File: src/vmr_pkg.sv
// Constants, types and decode helpers for the monitor fault reaction block
package vmr_pkg;
  localparam int NUM_MON = 4;
  localparam int NUM_REG = 8;
  localparam int CNT_W = 13;
  localparam int FLT_W = 4;
  localparam int CLK_PERIOD_NS = 10;
  localparam int OV_T0_NS = 25000;
  localparam int OV_T1_NS = 45000;
  localparam int UV_T0_NS = 5000;
  localparam int UV_T1_NS = 15000;
  localparam int UV_T2_NS = 25000;
  localparam int UV_T3_NS = 40000;
  localparam int OV_T0_CYC = OV_T0_NS / CLK_PERIOD_NS;
  localparam int OV_T1_CYC = OV_T1_NS / CLK_PERIOD_NS;
  localparam int UV_T0_CYC = UV_T0_NS / CLK_PERIOD_NS;
  localparam int UV_T1_CYC = UV_T1_NS / CLK_PERIOD_NS;
  localparam int UV_T2_CYC = UV_T2_NS / CLK_PERIOD_NS;
  localparam int UV_T3_CYC = UV_T3_NS / CLK_PERIOD_NS;
  localparam int RST_PULSE_CYC = 16;
  localparam logic [1:0] REACT_NONE = 2'h0;
  localparam logic [1:0] REACT_FS = 2'h1;
  localparam logic [1:0] OV_REACT_RST = 2'h2;
  localparam logic [1:0] UV_REACT_RST = 2'h1;
  localparam logic [1:0] LIMIT_RST = 2'h1;
  localparam logic [1:0] MID_REACT_RST = 2'h2;
  localparam logic [3:0] REG_EXTERNAL = 4'h8;
  localparam logic [FLT_W-1:0] CNT_START = 4'h1;
  localparam logic [FLT_W-1:0] FLT_ONE = 4'h1;

  typedef enum logic [1:0] {
    SEV_NONE,
    SEV_FS,
    SEV_RST
  } vmr_sev_t;

  typedef enum {
    ST_NORMAL,
    ST_FS,
    ST_RST,
    ST_DEEP
  } vmr_state_t;

  function automatic vmr_sev_t vmr_sev(input logic [1:0] code);
    if (code == REACT_NONE) begin
      vmr_sev = SEV_NONE;
    end else if (code == REACT_FS) begin
      vmr_sev = SEV_FS;
    end else begin
      vmr_sev = SEV_RST;
    end
  endfunction

  function automatic logic [FLT_W-1:0] vmr_final(input logic [1:0] code);
    case (code)
      2'h0: vmr_final = 4'h2;
      2'h1: vmr_final = 4'h6;
      2'h2: vmr_final = 4'h8;
      default: vmr_final = 4'hc;
    endcase
  endfunction

  function automatic logic [FLT_W-1:0] vmr_mid(input logic [1:0] code);
    case (code)
      2'h0: vmr_mid = 4'h1;
      2'h1: vmr_mid = 4'h3;
      2'h2: vmr_mid = 4'h4;
      default: vmr_mid = 4'h6;
    endcase
  endfunction
endpackage

File: src/vmr_mon_if.sv
// Carrier between the top and one monitor's deglitch filter
`timescale 1ns/100ps
interface vmr_mon_if;
  logic ov_raw;
  logic uv_raw;
  logic [vmr_pkg::CNT_W-1:0] ov_len;
  logic [vmr_pkg::CNT_W-1:0] uv_len;
  logic ov_filt;
  logic uv_filt;
  modport top (output ov_raw, output uv_raw, output ov_len,
               output uv_len, input ov_filt, input uv_filt);
  modport filt (input ov_raw, input uv_raw, input ov_len,
                input uv_len, output ov_filt, output uv_filt);
endinterface

File: src/vmr_deglitch.sv
// Deglitch filter for one monitor's overvoltage and undervoltage levels
`timescale 1ns/100ps
module vmr_deglitch (
  input wire logic ref_clk_i,
  input wire logic rst_n_i,
  vmr_mon_if.filt mon
);
  logic ov_filt;
  logic uv_filt;
  logic [vmr_pkg::CNT_W-1:0] ov_cnt;
  logic [vmr_pkg::CNT_W-1:0] uv_cnt;
  logic next_ov_filt;
  logic next_uv_filt;
  logic [vmr_pkg::CNT_W-1:0] next_ov_cnt;
  logic [vmr_pkg::CNT_W-1:0] next_uv_cnt;

  // Output changes only after the input differs for the full length
  always_comb begin
    next_ov_filt = ov_filt;
    next_uv_filt = uv_filt;
    next_ov_cnt = '0;
    next_uv_cnt = '0;
    if (mon.ov_raw != ov_filt) begin
      if (ov_cnt + 1'b1 >= mon.ov_len) begin
        next_ov_filt = mon.ov_raw;
      end else begin
        next_ov_cnt = ov_cnt + 1'b1;
      end
    end
    if (mon.uv_raw != uv_filt) begin
      if (uv_cnt + 1'b1 >= mon.uv_len) begin
        next_uv_filt = mon.uv_raw;
      end else begin
        next_uv_cnt = uv_cnt + 1'b1;
      end
    end
  end

  always_ff @(posedge ref_clk_i) begin
    if (!rst_n_i) begin
      ov_filt <= 1'b0;
      uv_filt <= 1'b0;
      ov_cnt <= '0;
      uv_cnt <= '0;
    end else begin
      ov_filt <= next_ov_filt;
      uv_filt <= next_uv_filt;
      ov_cnt <= next_ov_cnt;
      uv_cnt <= next_uv_cnt;
    end
  end

  assign mon.ov_filt = ov_filt;
  assign mon.uv_filt = uv_filt;
endmodule

File: src/vmr_top.sv
// Monitor fault reaction and fault error counter, top level
//
// Summary of operation
// Host selects regulator; overvoltage switches it off.
// External regulator: only set overvoltage flag.
// OV code: none, fail-safe, fail-safe plus reset.
// UV code decodes alike, defaults fail-safe only.
// Deglitch comparators; selectable OV and UV times.
// Counter starts at one after reset, standby.
// Counter at final value enters deep fail-safe.
// Limit code writable only in initial phase.
// Limit code maps to final and intermediate.
// Intermediate value applies its own reaction code.
// Present intermediate-reached and final-reached outputs.
// Released outputs: reacting faults add one.
// Fail-safe asserted: watchdog maximum adds one.
// Counter saturates; intermediate fires on reaching.
// Config defaults restored only by power-on reset.
`timescale 1ns/100ps
module vmr_top #(
  parameter int OV_LONG_CYC = vmr_pkg::OV_T1_CYC
) (
  input wire logic ref_clk_i,
  input wire logic rst_n_i,
  input wire logic standby_exit_i,
  input wire logic [vmr_pkg::NUM_MON-1:0] mon_ov_raw_i,
  input wire logic [vmr_pkg::NUM_MON-1:0] mon_uv_raw_i,
  input wire logic [vmr_pkg::NUM_MON-1:0] monitor_ov_filter_select_i,
  input wire logic [2*vmr_pkg::NUM_MON-1:0] monitor_uv_filter_select_i,
  input wire logic initial_failsafe_phase_i,
  input wire logic cfg_write_i,
  input wire logic [4*vmr_pkg::NUM_MON-1:0] monitor_regulator_select_i,
  input wire logic [2*vmr_pkg::NUM_MON-1:0] monitor_overvoltage_reaction_i,
  input wire logic [2*vmr_pkg::NUM_MON-1:0] monitor_undervoltage_reaction_i,
  input wire logic [1:0] fault_counter_limit_code_i,
  input wire logic [1:0] fault_counter_midpoint_reaction_i,
  input wire logic wd_err_max_i,
  input wire logic failsafe_release_i,
  input wire logic [vmr_pkg::NUM_MON-1:0] ov_flag_clear_i,
  input wire logic [vmr_pkg::NUM_MON-1:0] uv_flag_clear_i,
  output logic [vmr_pkg::NUM_REG-1:0] regulator_off_o,
  output logic [vmr_pkg::NUM_MON-1:0] ov_flag_o,
  output logic [vmr_pkg::NUM_MON-1:0] uv_flag_o,
  output logic reset_output_pin_n_o,
  output logic failsafe_output_pin_n_o,
  output logic deep_failsafe_o,
  output logic [vmr_pkg::FLT_W-1:0] fault_counter_value_o,
  output logic cnt_intermediate_o,
  output logic cnt_final_o
);
  localparam int NM = vmr_pkg::NUM_MON;

  vmr_mon_if mon_bus [NM] ();
  logic [NM-1:0] ov_filt;
  logic [NM-1:0] uv_filt;

  genvar gi;
  generate
    for (gi = 0; gi < NM; gi++) begin : g_mon
      assign mon_bus[gi].ov_raw = mon_ov_raw_i[gi];
      assign mon_bus[gi].uv_raw = mon_uv_raw_i[gi];
      assign mon_bus[gi].ov_len = monitor_ov_filter_select_i[gi] ?
        vmr_pkg::CNT_W'(OV_LONG_CYC) : vmr_pkg::CNT_W'(vmr_pkg::OV_T0_CYC);
      always_comb begin
        case (monitor_uv_filter_select_i[2*gi +: 2])
          2'h0: mon_bus[gi].uv_len = vmr_pkg::CNT_W'(vmr_pkg::UV_T0_CYC);
          2'h1: mon_bus[gi].uv_len = vmr_pkg::CNT_W'(vmr_pkg::UV_T1_CYC);
          2'h2: mon_bus[gi].uv_len = vmr_pkg::CNT_W'(vmr_pkg::UV_T2_CYC);
          default: mon_bus[gi].uv_len = vmr_pkg::CNT_W'(vmr_pkg::UV_T3_CYC);
        endcase
      end
      assign ov_filt[gi] = mon_bus[gi].ov_filt;
      assign uv_filt[gi] = mon_bus[gi].uv_filt;
      vmr_deglitch u_flt (
        .ref_clk_i(ref_clk_i),
        .rst_n_i(rst_n_i),
        .mon(mon_bus[gi])
      );
    end
  endgenerate

  // Configuration held from power-on reset
  logic [4*NM-1:0] reg_sel;
  logic [2*NM-1:0] ov_react;
  logic [2*NM-1:0] uv_react;
  logic [1:0] limit_code;
  logic [1:0] mid_react;
  logic [4*NM-1:0] next_reg_sel;
  logic [2*NM-1:0] next_ov_react;
  logic [2*NM-1:0] next_uv_react;
  logic [1:0] next_limit_code;
  logic [1:0] next_mid_react;

  always_comb begin
    next_reg_sel = reg_sel;
    next_ov_react = ov_react;
    next_uv_react = uv_react;
    next_limit_code = limit_code;
    next_mid_react = mid_react;
    if (cfg_write_i && initial_failsafe_phase_i) begin
      next_reg_sel = monitor_regulator_select_i;
      next_ov_react = monitor_overvoltage_reaction_i;
      next_uv_react = monitor_undervoltage_reaction_i;
      next_limit_code = fault_counter_limit_code_i;
      next_mid_react = fault_counter_midpoint_reaction_i;
    end
  end

  always_ff @(posedge ref_clk_i) begin
    if (!rst_n_i) begin
      reg_sel <= {NM{vmr_pkg::REG_EXTERNAL}};
      ov_react <= {NM{vmr_pkg::OV_REACT_RST}};
      uv_react <= {NM{vmr_pkg::UV_REACT_RST}};
      limit_code <= vmr_pkg::LIMIT_RST;
      mid_react <= vmr_pkg::MID_REACT_RST;
    end else begin
      reg_sel <= next_reg_sel;
      ov_react <= next_ov_react;
      uv_react <= next_uv_react;
      limit_code <= next_limit_code;
      mid_react <= next_mid_react;
    end
  end

  // Fault detection, flags, counter and reaction state
  vmr_pkg::vmr_state_t state;
  vmr_pkg::vmr_state_t next_state;
  logic [NM-1:0] ov_prev;
  logic [NM-1:0] uv_prev;
  logic [NM-1:0] ov_flag;
  logic [NM-1:0] uv_flag;
  logic [NM-1:0] next_ov_flag;
  logic [NM-1:0] next_uv_flag;
  logic [vmr_pkg::NUM_REG-1:0] reg_off;
  logic [vmr_pkg::NUM_REG-1:0] next_reg_off;
  logic [vmr_pkg::FLT_W-1:0] cnt;
  logic [vmr_pkg::FLT_W-1:0] next_cnt;
  logic [vmr_pkg::FLT_W-1:0] cnt_final;
  logic [vmr_pkg::FLT_W-1:0] cnt_mid;
  logic [7:0] pulse;
  logic [7:0] next_pulse;
  logic any_fs;
  logic any_rst;
  logic inc;
  logic mid_hit;
  logic rst_req;
  logic fs_req;

  always_comb begin
    next_ov_flag = ov_flag & ~ov_flag_clear_i;
    next_uv_flag = uv_flag & ~uv_flag_clear_i;
    next_reg_off = reg_off;
    any_fs = 1'b0;
    any_rst = 1'b0;
    for (int i = 0; i < NM; i++) begin
      if (ov_filt[i] && !ov_prev[i]) begin
        next_ov_flag[i] = 1'b1;
        // Codes from the external value up only report the flag
        if (reg_sel[4*i +: 4] < vmr_pkg::REG_EXTERNAL) begin
          next_reg_off[reg_sel[4*i +: 3]] = 1'b1;
        end
        if (vmr_pkg::vmr_sev(ov_react[2*i +: 2]) == vmr_pkg::SEV_RST) begin
          any_rst = 1'b1;
        end else if (vmr_pkg::vmr_sev(ov_react[2*i +: 2]) ==
                     vmr_pkg::SEV_FS) begin
          any_fs = 1'b1;
        end
      end
      if (uv_filt[i] && !uv_prev[i]) begin
        next_uv_flag[i] = 1'b1;
        if (vmr_pkg::vmr_sev(uv_react[2*i +: 2]) == vmr_pkg::SEV_RST) begin
          any_rst = 1'b1;
        end else if (vmr_pkg::vmr_sev(uv_react[2*i +: 2]) ==
                     vmr_pkg::SEV_FS) begin
          any_fs = 1'b1;
        end
      end
    end
  end

  always_comb begin
    cnt_final = vmr_pkg::vmr_final(limit_code);
    cnt_mid = vmr_pkg::vmr_mid(limit_code);
    // Faults count only while both pins are released
    inc = 1'b0;
    if (state == vmr_pkg::ST_NORMAL) begin
      inc = any_fs || any_rst;
    end else if (state == vmr_pkg::ST_FS || state == vmr_pkg::ST_RST) begin
      inc = wd_err_max_i;
    end
    next_cnt = cnt;
    mid_hit = 1'b0;
    if (inc && cnt < cnt_final) begin
      next_cnt = cnt + vmr_pkg::FLT_ONE;
      mid_hit = (cnt + vmr_pkg::FLT_ONE) == cnt_mid;
    end
    if (standby_exit_i) begin
      next_cnt = vmr_pkg::CNT_START;
      mid_hit = 1'b0;
    end
    // Reactions act in normal and fail-safe states, not during the reset pulse or deep fail-safe
    rst_req = any_rst ||
      (mid_hit && vmr_pkg::vmr_sev(mid_react) == vmr_pkg::SEV_RST);
    fs_req = any_fs ||
      (mid_hit && vmr_pkg::vmr_sev(mid_react) == vmr_pkg::SEV_FS);
    next_state = state;
    next_pulse = pulse;
    case (state)
      vmr_pkg::ST_NORMAL: begin
        if (rst_req) begin
          next_state = vmr_pkg::ST_RST;
          next_pulse = 8'(vmr_pkg::RST_PULSE_CYC - 1);
        end else if (fs_req) begin
          next_state = vmr_pkg::ST_FS;
        end
      end
      vmr_pkg::ST_FS: begin
        if (rst_req) begin
          next_state = vmr_pkg::ST_RST;
          next_pulse = 8'(vmr_pkg::RST_PULSE_CYC - 1);
        end else if (failsafe_release_i) begin
          next_state = vmr_pkg::ST_NORMAL;
        end
      end
      vmr_pkg::ST_RST: begin
        // Reset pulse ends into fail-safe asserted
        if (pulse == 8'h00) begin
          next_state = vmr_pkg::ST_FS;
        end else begin
          next_pulse = pulse - 8'h01;
        end
      end
      // Only power-on reset leaves deep fail-safe
      vmr_pkg::ST_DEEP: next_state = vmr_pkg::ST_DEEP;
      default: next_state = vmr_pkg::ST_DEEP;
    endcase
    // Final value overrides every other transition
    if (next_cnt >= cnt_final) begin
      next_state = vmr_pkg::ST_DEEP;
    end
  end

  always_ff @(posedge ref_clk_i) begin
    if (!rst_n_i) begin
      state <= vmr_pkg::ST_NORMAL;
      cnt <= vmr_pkg::CNT_START;
      pulse <= 8'h00;
      ov_prev <= '0;
      uv_prev <= '0;
      ov_flag <= '0;
      uv_flag <= '0;
      reg_off <= '0;
    end else begin
      state <= next_state;
      cnt <= next_cnt;
      pulse <= next_pulse;
      ov_prev <= ov_filt;
      uv_prev <= uv_filt;
      ov_flag <= next_ov_flag;
      uv_flag <= next_uv_flag;
      reg_off <= next_reg_off;
    end
  end

  // Next values of the registered output stage
  logic next_rst_pin_n;
  logic next_fs_pin_n;
  logic next_deep;
  logic next_mid_out;
  logic next_final_out;

  // Deep fail-safe drives both pins low
  always_comb begin
    next_rst_pin_n = !(state == vmr_pkg::ST_RST ||
                       state == vmr_pkg::ST_DEEP);
    next_fs_pin_n = state == vmr_pkg::ST_NORMAL;
    next_deep = state == vmr_pkg::ST_DEEP;
    next_mid_out = cnt >= cnt_mid;
    next_final_out = cnt >= cnt_final;
  end

  // Registered output stage, one cycle after the state it shows
  always_ff @(posedge ref_clk_i) begin
    if (!rst_n_i) begin
      regulator_off_o <= '0;
      ov_flag_o <= '0;
      uv_flag_o <= '0;
      reset_output_pin_n_o <= 1'b1;
      failsafe_output_pin_n_o <= 1'b1;
      deep_failsafe_o <= 1'b0;
      fault_counter_value_o <= vmr_pkg::CNT_START;
      cnt_intermediate_o <= 1'b0;
      cnt_final_o <= 1'b0;
    end else begin
      regulator_off_o <= reg_off;
      ov_flag_o <= ov_flag;
      uv_flag_o <= uv_flag;
      reset_output_pin_n_o <= next_rst_pin_n;
      failsafe_output_pin_n_o <= next_fs_pin_n;
      deep_failsafe_o <= next_deep;
      fault_counter_value_o <= cnt;
      cnt_intermediate_o <= next_mid_out;
      cnt_final_o <= next_final_out;
    end
  end
endmodule

File: config.mk
export PLATFORM = sky130hd
export DESIGN_NAME = vmr_top
export DESIGN_NICKNAME = d
export VERILOG_FILES = /design/src/vmr_pkg.sv /design/src/vmr_mon_if.sv /design/src/vmr_deglitch.sv /design/src/vmr_top.sv
export SDC_FILE = /design/constraint.sdc
export NUM_CORES = 1
export LEC_CHECK = 0
export ABC_AREA = 1
export BUFFER_PORTS_ARGS = -buffer_cell sky130_fd_sc_hd__buf_2
export CAP_MARGIN = 20
export CORE_MARGIN = 1
export CORE_UTILIZATION = 55
export DETAILED_ROUTE_END_ITERATION = 10
export PLACE_DENSITY = 0.72
export SYNTH_ARGS = -nofsm -noshare
export SYNTH_HDL_FRONTEND = slang
export SYNTH_HIERARCHICAL = 1
export SYNTH_SLANG_ARGS = --single-unit
File: constraint.sdc
create_clock -name ref_clk_i -period 3.15 [get_ports ref_clk_i]
set_input_delay 0.315 -clock ref_clk_i [delete_from_list [all_inputs] [get_ports ref_clk_i]]
set_output_delay 0.315 -clock ref_clk_i [all_outputs]
set_load 0.05 [all_outputs]
-- Word-level counts from Yosys, hierarchy flattened
Cells that the tools add are included.
- divide/modulo/power cells: 0
- bitwise logic cells: 17
- eq/ne operators: 59
- reductions and logical operators: 69
- shift operators: 0
- multiplexer cells: 132
- multipliers: 0
- $add $sub $neg: 10
- order comparisons: 24
- operators with widths (operator ; number):
    $mux W32 ; 5
    $pmux W12 S3 ; 4
    $add A13 B1 Y13 const B ; 8
    $pmux W32 S3 ; 1
    $mux W2 ; 43
    $mux W8 ; 10
    $eq A32 B2 Y1 const B ; 2
    $eq A32 B3 Y1 const B ; 2
    $logic_not A32 Y1 ; 2
    $mux W1 ; 56
    $ge A13 B12 Y1 ; 4
    $ge A13 B13 Y1 ; 4
    $mux W13 ; 4
    $eq A2 B1 Y1 const B ; 23
    $eq A32 B1 Y1 const B ; 1
    $or A8 B8 Y8 ; 4
    $eq A2 B2 Y1 const B ; 14
    $logic_not A2 Y1 ; 14
    $reduce_or A3 Y1 ; 8
    $logic_and A1 B1 Y1 ; 16
    $lt A3 B4 Y1 const B ; 4
    $lt A4 B4 Y1 const B ; 4
    $pmux W8 S2 ; 1
    $reduce_and A2 Y1 ; 8
    24 further kinds ; 69
- output and inout bits: 25
- bits in read-only memories: 0
- register bits: 241
- memory bits (writable): 0
- memories kept: 0
- bits in latches: 0

-- Logic depth before layout (Yosys ltp)
Gate-level depths: netlist of the first run.
- depth after elaboration: 43
- gate-level depth with buffers: 20
- mapped depth without buffers: 20

-- Cells and area by module
Netlist of the first run, hierarchy kept.
- modules (own cells, without submodules) (module ; instances ; cells each ; seq. area each (µm²) ; area each (µm²)):
    vmr_deglitch (g_mon[0].u_flt ...) ; 3 ; 324 ; 560.5 ; 2169.6
    vmr_top ; 1 ; 643 ; 1961.9 ; 4830.9
    vmr_deglitch (g_mon[3].u_flt) ; 1 ; 326 ; 560.5 ; 2253.4

-- Worst setup path after synthesis of the first run
Ideal clock, no wire load.
- kind: register to register
- from: register limit_code[1]
- to: register state[1]
- data required time: 3.032 ns
- setup slack: 0.743 ns
- arrival time: 2.290 ns
- buffers on the path: 0
- stages on the path, launching flop included: 17
- setup time: 0.118 ns
- cells stage by stage: dfxtp_1 inv_1 ha_1 a21oi_1 o21ai_1 a21oi_4 inv_1 nor2_4 nor2_1 nor3_1 ha_1 a21oi_1 o21ai_0 inv_1 nand2_2 nor3_1 nor2_1
- elaborated cells between the ends (all ways): 25
- RTL lines (element ; RTL line ; RTL):
    start, declared ; vmr_top.sv:86 ; logic [1:0] limit_code;
    start signal, assigned ; vmr_top.sv:114 ; limit_code <= vmr_pkg::LIMIT_RST;
    start signal, assigned ; vmr_top.sv:120 ; limit_code <= next_limit_code;
    $eq A2 B2 Y1, or another cell as far along ; vmr_pkg.sv:55 ; case (code)
    $pmux W4 S3 * ; vmr_pkg.sv:55 ;
    $lt A4 B4 Y1 * ; vmr_top.sv:193 ; if (inc && cnt < cnt_final) begin
    $logic_and A1 B1 Y1 * ; vmr_top.sv:193 ;
    $mux W4 * ; vmr_top.sv:193 ;
    $mux W4 * ; vmr_top.sv:197 ; if (standby_exit_i) begin
    via next_cnt (one bit) ; vmr_top.sv:137 ; logic [vmr_pkg::FLT_W-1:0] next_cnt;
    $ge A4 B4 Y1 * ; vmr_top.sv:238 ; if (next_cnt >= cnt_final) begin
    $ne A4 B4 Y1 (no source line) or $ne A3 B3 Y1 (tied branches) ; n/a ;
    $reduce_and A3 Y1 (no source line) ; n/a ;
    end signal, assigned ; vmr_top.sv:245 ; state <= vmr_pkg::ST_NORMAL;
    end signal, assigned ; vmr_top.sv:254 ; state <= next_state;
    end, declared ; vmr_top.sv:126 ; vmr_pkg::vmr_state_t state;
Mark *: on every way through the listed nets, which the timed path passes. The rest lies on a longest branch.
A chain may end at the register's enable or synchronous reset.

-- Worst setup path in the final report of the first run
Same ends and word-level chain as after synthesis.

==> flow_summary.ini, run 1 <==
[run_status]
status = complete, no violations

[route]
wire_per_inst_um = 11.5
drt_iter0_markers = 530
via_per_inst = 4.80
drc = 0
dr.pass1.iters = 6
ant_nets = 0
vias = 11733
wl_mm = 28.1

[logic_synthesis]
ys_types = 46
ys_top_cells_by_area = dfxtp_1 (31%), ha_1 (14%), inv_1 (12%)
synth_seq_cells = 210
async_flop_share = 0
synth.top_cell.area_share = 0.309
yosys_most_used_dff = dfxtp_1
yosysWarningCount = 6
netlist_area_sq_um = 13600
yosysMostFrequentCell = inv_1
ys_seq_area_frac = 0.309
synth-edff-count = 0
synth_commonest_cells = inv_1 (420), nand2_1 (373), dfxtp_1 (210)
avgSynthCellArea_sq_um = 7.00
syn_inst = 1941
synth_top_area_cell = dfxtp_1

[critical_path]
path_cells = inv_1, ha_1, a21oi_1, o21ai_1, a21oi_4, inv_1, nor2_4, nor2_1, nor3_1, ha_1, nand2_1, o21ai_0, inv_1, nand2_2, nor3_1, nor2_1
worst_path_max_delay_cell = dfxtp_1
setup.worst_path.class = reg2reg
cpPeakStageDelay_ns = 0.31
path_delay_family = simple AND/OR/NAND/NOR gates
crit_path_start_kind = flop
cp_common_cell = inv_1
critical_path_arrival_ns = 3.15
cp.required_ns = 3.56
cp_max_fo = 6
crit_buf_inv = 3
cp-end-kind = flop

[final_layout]
fillers = 2211
multiInputGateArea_sq_um = 7790
syn2layout_area_growth_pct = 14.7
layout-drive-gt1-share = 0.156
antenna_cells = 0
regArea_sq_um = 4200
num-nets-final = 2322

[timing]
slew_headroom = 0.401
skew_ns = 0.0133
tightest_slew_ns = 0.897
fin_crit_ns = 2.74
slew_viol_final = 0
fin_setup_tns_ns = 0
post-route-period-util = 0.870
fmax_mhz = 365
hold_viol = 0
rsz0062_at_grt = no
setup_violations = 0

[placed_design]
dp_hpwl_mm = 21.7
place_congestion = 0.898
numPortBuffers = 94

[clock_network]
cts.clk_slew.worst_paths_ns = 0.06
root_buffer = clkbuf_16
numCtsBuffers = 25
clock_latency_ns = 0.52
postCtsSetupRepairBufs = 0
cts_resized = 0
hold_buffers = 8
max-clock-path-buffers = 3
htreeDepth = 1
tritoncts = built
clock-sinks = 210

[die]
fp-row-count = 57
start_util = 0.561
fp.dieH_um = 159
die_area_sq_um = 25300
die_x_um = 159
io_pins = 96
fp.coreArea_sq_um = 24200

[global_route]
grt_start_max_net_pins = 32
grt_pass1_wl_mm = 48.9
grt-ovfl-total = 0
grt_pass1_vias = 11295
grt_antenna_before_repair = 1
grt.total_usage = 0.228

[power_and_ir_drop]
ir_drop_v = 0.000342
p_leak_nw = 8.51
powerDensity_nw_per_um2 = 486
finalPower_mw = 7.57

[run]
cap_violations = 0

[min_path]
hp-class = in2reg
==> where the power goes <==
part / total, mW / switching, mW / leakage [nW] / internal [mW]
clock: 3.31 / 1.16 / 0.464 / 2.15
combinational: 1.38 / 0.892 / 6.35 / 0.489
sequential: 2.88 / 0.101 / 1.70 / 2.77
total: 7.57 / 2.15 / 8.51 / 5.41
==> worst min-delay path: cells and delay by family <==
family / cells / cell delay, ns
AOI/OAI and AO/OA: 1 / 0.06
and+or+nand+nor: 1 / 0.04
buffers and inverters: 1 / 0.08
==> sequential cells by signal, indices dropped and copies added, names as in the netlist, 8 cells and up <==
name	cells
pulse	8
g_mon.u_flt/ov_cnt	52
reg_sel	16
regulator_off_o	8
ov_react	8
reg_off	8
g_mon.u_flt/uv_cnt	52
uv_react	8
==> area by class of cell <==
type                       count  share of cell area
clock buffer                  27              0.0419
clock inverter                17              0.0193
inverter                     437               0.105
multi-input combinational   1322               0.500
sequential                   210               0.270
tap                          324              0.0260
timing repair buffer         107              0.0377
==> final timing paths <==
kind                                               startpoint                            end  slack, ns  cells past startpoint
worst max-delay path               limit_code[1]$_SDFFE_PN0P_          state[1]$_SDFFE_PN0P_       0.41                     16
worst min-delay path            monitor_regulator_select_i[7]        reg_sel[7]$_SDFFE_PN1P_       0.02                      3
worst max register to register     limit_code[1]$_SDFFE_PN0P_          state[1]$_SDFFE_PN0P_       0.41                     16
worst min register to register          reg_off[1]$_SDFF_PN0_  regulator_off_o[1]$_SDFF_PN0_       0.43                      2
==> through the flow <==
step	utilization	cell area [sq um]	worst slack, ns	cells	hold WS, ns
after floorplan	-	13800	0.743	1995	0.394
after global placement	0.600	14600	0.463	2392	0.415
after detailed placement	0.600	14600	0.438	2392	0.418
after CTS	0.643	15600	0.410	2444	0.00319
after global routing	0.643	15600	0.171	2444	0.0149
final	0.643	15600	0.411	2444	0.0151
==> metal layers <==
layer	GRT usage	vias to the layer above	part of all wire
li1	-	6238	-
met1	0.287	5202	0.47
met2	0.398	220	0.45
met3	0.0292	71	0.040
met4	0.0822	2	0.035
met5	0	-	0.00046
==> cell usage in the layout, fill, tap and decap left out, drive strengths merged, types with 9 or more instances in the layout <==
cell	n
o21ai	44
xor2	53
o21bai	11
nand2	400
a21oi	70
inv	436
dfxtp	210
o211ai	9
buf	99
nor2	293
conb	56
ha	148
or2	15
clkbuf	27
nor3	29
nand3	109
xnor2	16
nand4	31
==> kinds of logic (layout without fill, tap and decap cells) <==
kind of cell,after synthesis,after routing,share of synthesized area
compound gates,166,166,0.0758
flops,210,210,0.309
buf+inv,463,588,0.133
xor+xnor,69,69,0.0445
fa+ha+maj,148,148,0.136
other cells,2,56,0.000552
simple gates,883,883,0.301
(Power assumes the default switching activity.)
==> run 2, diff against run 1 <==
Settings changed: CORE_ASPECT_RATIO set to 0.9.
==> flow_summary.ini, run 2 (synthesis results as in run 1) <==
[run_status]
status = complete, no violations

[timing]
skew_ns = 0.0138
fin_setup_tns_ns = 0
fmax_mhz = 359
slew_viol_final = 0
slew_headroom = 0.322
post-route-period-util = 0.885
fin_crit_ns = 2.79
hold_viol = 0
setup_violations = 0
tightest_slew_ns = 1.02
rsz0062_at_grt = no

[global_route]
grt_pass1_vias = 10672
grt-ovfl-total = 0
grt_antenna_before_repair = 0
grt_pass1_wl_mm = 47.4
grt_start_max_net_pins = 38
grt.total_usage = 0.226

[placed_design]
dp_hpwl_mm = 22.2
numPortBuffers = 94
dp_cells = 2377
place_congestion = 0.893

[route]
drt_iter0_markers = 574
wire_per_inst_um = 11.6
wl_met3_um = 993
drc = 0
met1_length_mm = 13.4
highest_layer = met4
dr.pass1.iters = 5
via_per_inst = 4.81
wl_mm = 28.1
route.met2.wl_mm = 13.2
ant_nets = 0
vias = 11660

[power_and_ir_drop]
powerDensity_nw_per_um2 = 451
p_leak_nw = 8.42
ir_drop_v = 0.000406
finalPower_mw = 6.93

[die]
fp.coreArea_sq_um = 24300
fp.dieH_um = 151
die_area_sq_um = 25300
fp-row-count = 54
start_util = 0.560
io_pins = 96
die_x_um = 168

[critical_path]
critical_path_arrival_ns = 3.17
crit_path_start_kind = flop
path_cells = ha_1, nand2_1, inv_1, nand4_1, xor2_1, inv_1, ha_1, nand2_1, nor2_1, nand3_1, nand3_1, nor2_1, nand2_2, nor2_1
path_delay_family = simple AND/OR/NAND/NOR gates
cp_common_cell = nor2_1
cpPeakStageDelay_ns = 0.42
cp-end-kind = flop
setup.worst_path.class = reg2reg
cp.required_ns = 3.53
cp_max_fo = 13
crit_buf_inv = 2
worst_path_max_delay_cell = dfxtp_1

[final_layout]
final_cell_mix = inv_1 (420), nand2_1 (372), dfxtp_1 (210)
final_common_cell = inv_1
layout-drive-gt1-share = 0.153
num-nets-final = 2318
antenna_cells = 0
stdcell_count = 2422
syn2layout_area_growth_pct = 13.0
top_regs = g_mon.u_flt/ov_cnt: 52 flops, g_mon.u_flt/uv_cnt: 52 flops, reg_sel: 16 flops

[clock_network]
clock_latency_ns = 0.51
htreeDepth = 1
clock-sinks = 210
root_buffer = clkbuf_16
cts_resized = 0
tritoncts = built
numCtsBuffers = 23
max-clock-path-buffers = 3
cts.clk_slew.worst_paths_ns = 0.06

[min_path]
hp-class = in2reg

[run]
cap_violations = 0
[run 2: changes by cell type in the layout (fill, tap and decap cells not counted), sizes merged]
cell	delta
bufinv	-7
clkbuf	+7
clkinv	-3
dlygate4sd3	-3
buf	+1
clkinvlp	-1
[run 2: final cells by class]
type / instances / area [sq um]
Timing Repair Buffer: 105 / 578
Sequential cell: 210 / 4200
Clock inverter: 6 / 57.6
Fill cell: 2242 / 8900
Multi-Input combinational cell: 1322 / 7790
Tap cell: 308 / 385
Inverter: 437 / 1640
Clock buffer: 34 / 697
[run 2: worst paths after layout]
check / from / end / slack, ns / cells after the start
worst max-delay path: g_mon[2].u_flt/uv_cnt[0]$_SDFF_PP0_ / g_mon[2].u_flt/uv_cnt[10]$_SDFF_PP0_ / 0.36 / 14
worst min-delay path: uv_flag_clear_i[2] / uv_flag[2]$_SDFF_PN0_ / 0.02 / 2
worst max register to register: g_mon[2].u_flt/uv_cnt[0]$_SDFF_PP0_ / g_mon[2].u_flt/uv_cnt[10]$_SDFF_PP0_ / 0.36 / 14
worst min register to register: reg_off[3]$_SDFF_PN0_ / regulator_off_o[3]$_SDFF_PN0_ / 0.43 / 2
[run 2: through the flow]
stage	hold WS, ns	util	setup WS (ns)	area (sq um)
after floorplan	0.394	-	0.743	13800
after detailed placement	0.415	0.600	0.422	14600
after CTS	0.00167	0.633	0.393	15400
final	0.0211	0.633	0.362	15400
after global routing	0.00800	0.633	0.0493	15400
after global placement	0.416	0.600	0.517	14600
[run 2: power by group]
part	internal, mW	switching, mW
clock network	1.60	1.06
logic	0.493	0.901
registers	2.77	0.0974
total	4.87	2.06
[run 2: repair_timing]
action | 4_1_cts | 5_1_grt
buffers inserted | 0 | 0
hold buffers | 5 | 0
endpoints found under the hold margin | 5 | 0
[run 2: worst register-to-register path: stages, from the launching register on]
cell     delay [ns]
dfxtp_1        0.42
ha_1           0.22
nand2_1        0.09
inv_1          0.09
nand4_1        0.15
xor2_1         0.27
inv_1          0.09
ha_1           0.31
nand2_1        0.08
nor2_1         0.23
nand3_1        0.14
nand3_1        0.11
nor2_1         0.07
nand2_2        0.32
nor2_1         0.09
[run 2: routing by layer]
metal	track usage	up-vias
li1	-	6226
met1	0.293	5209
met2	0.403	193
met3	0.0285	32
met4	0.0491	0
met5	0	-
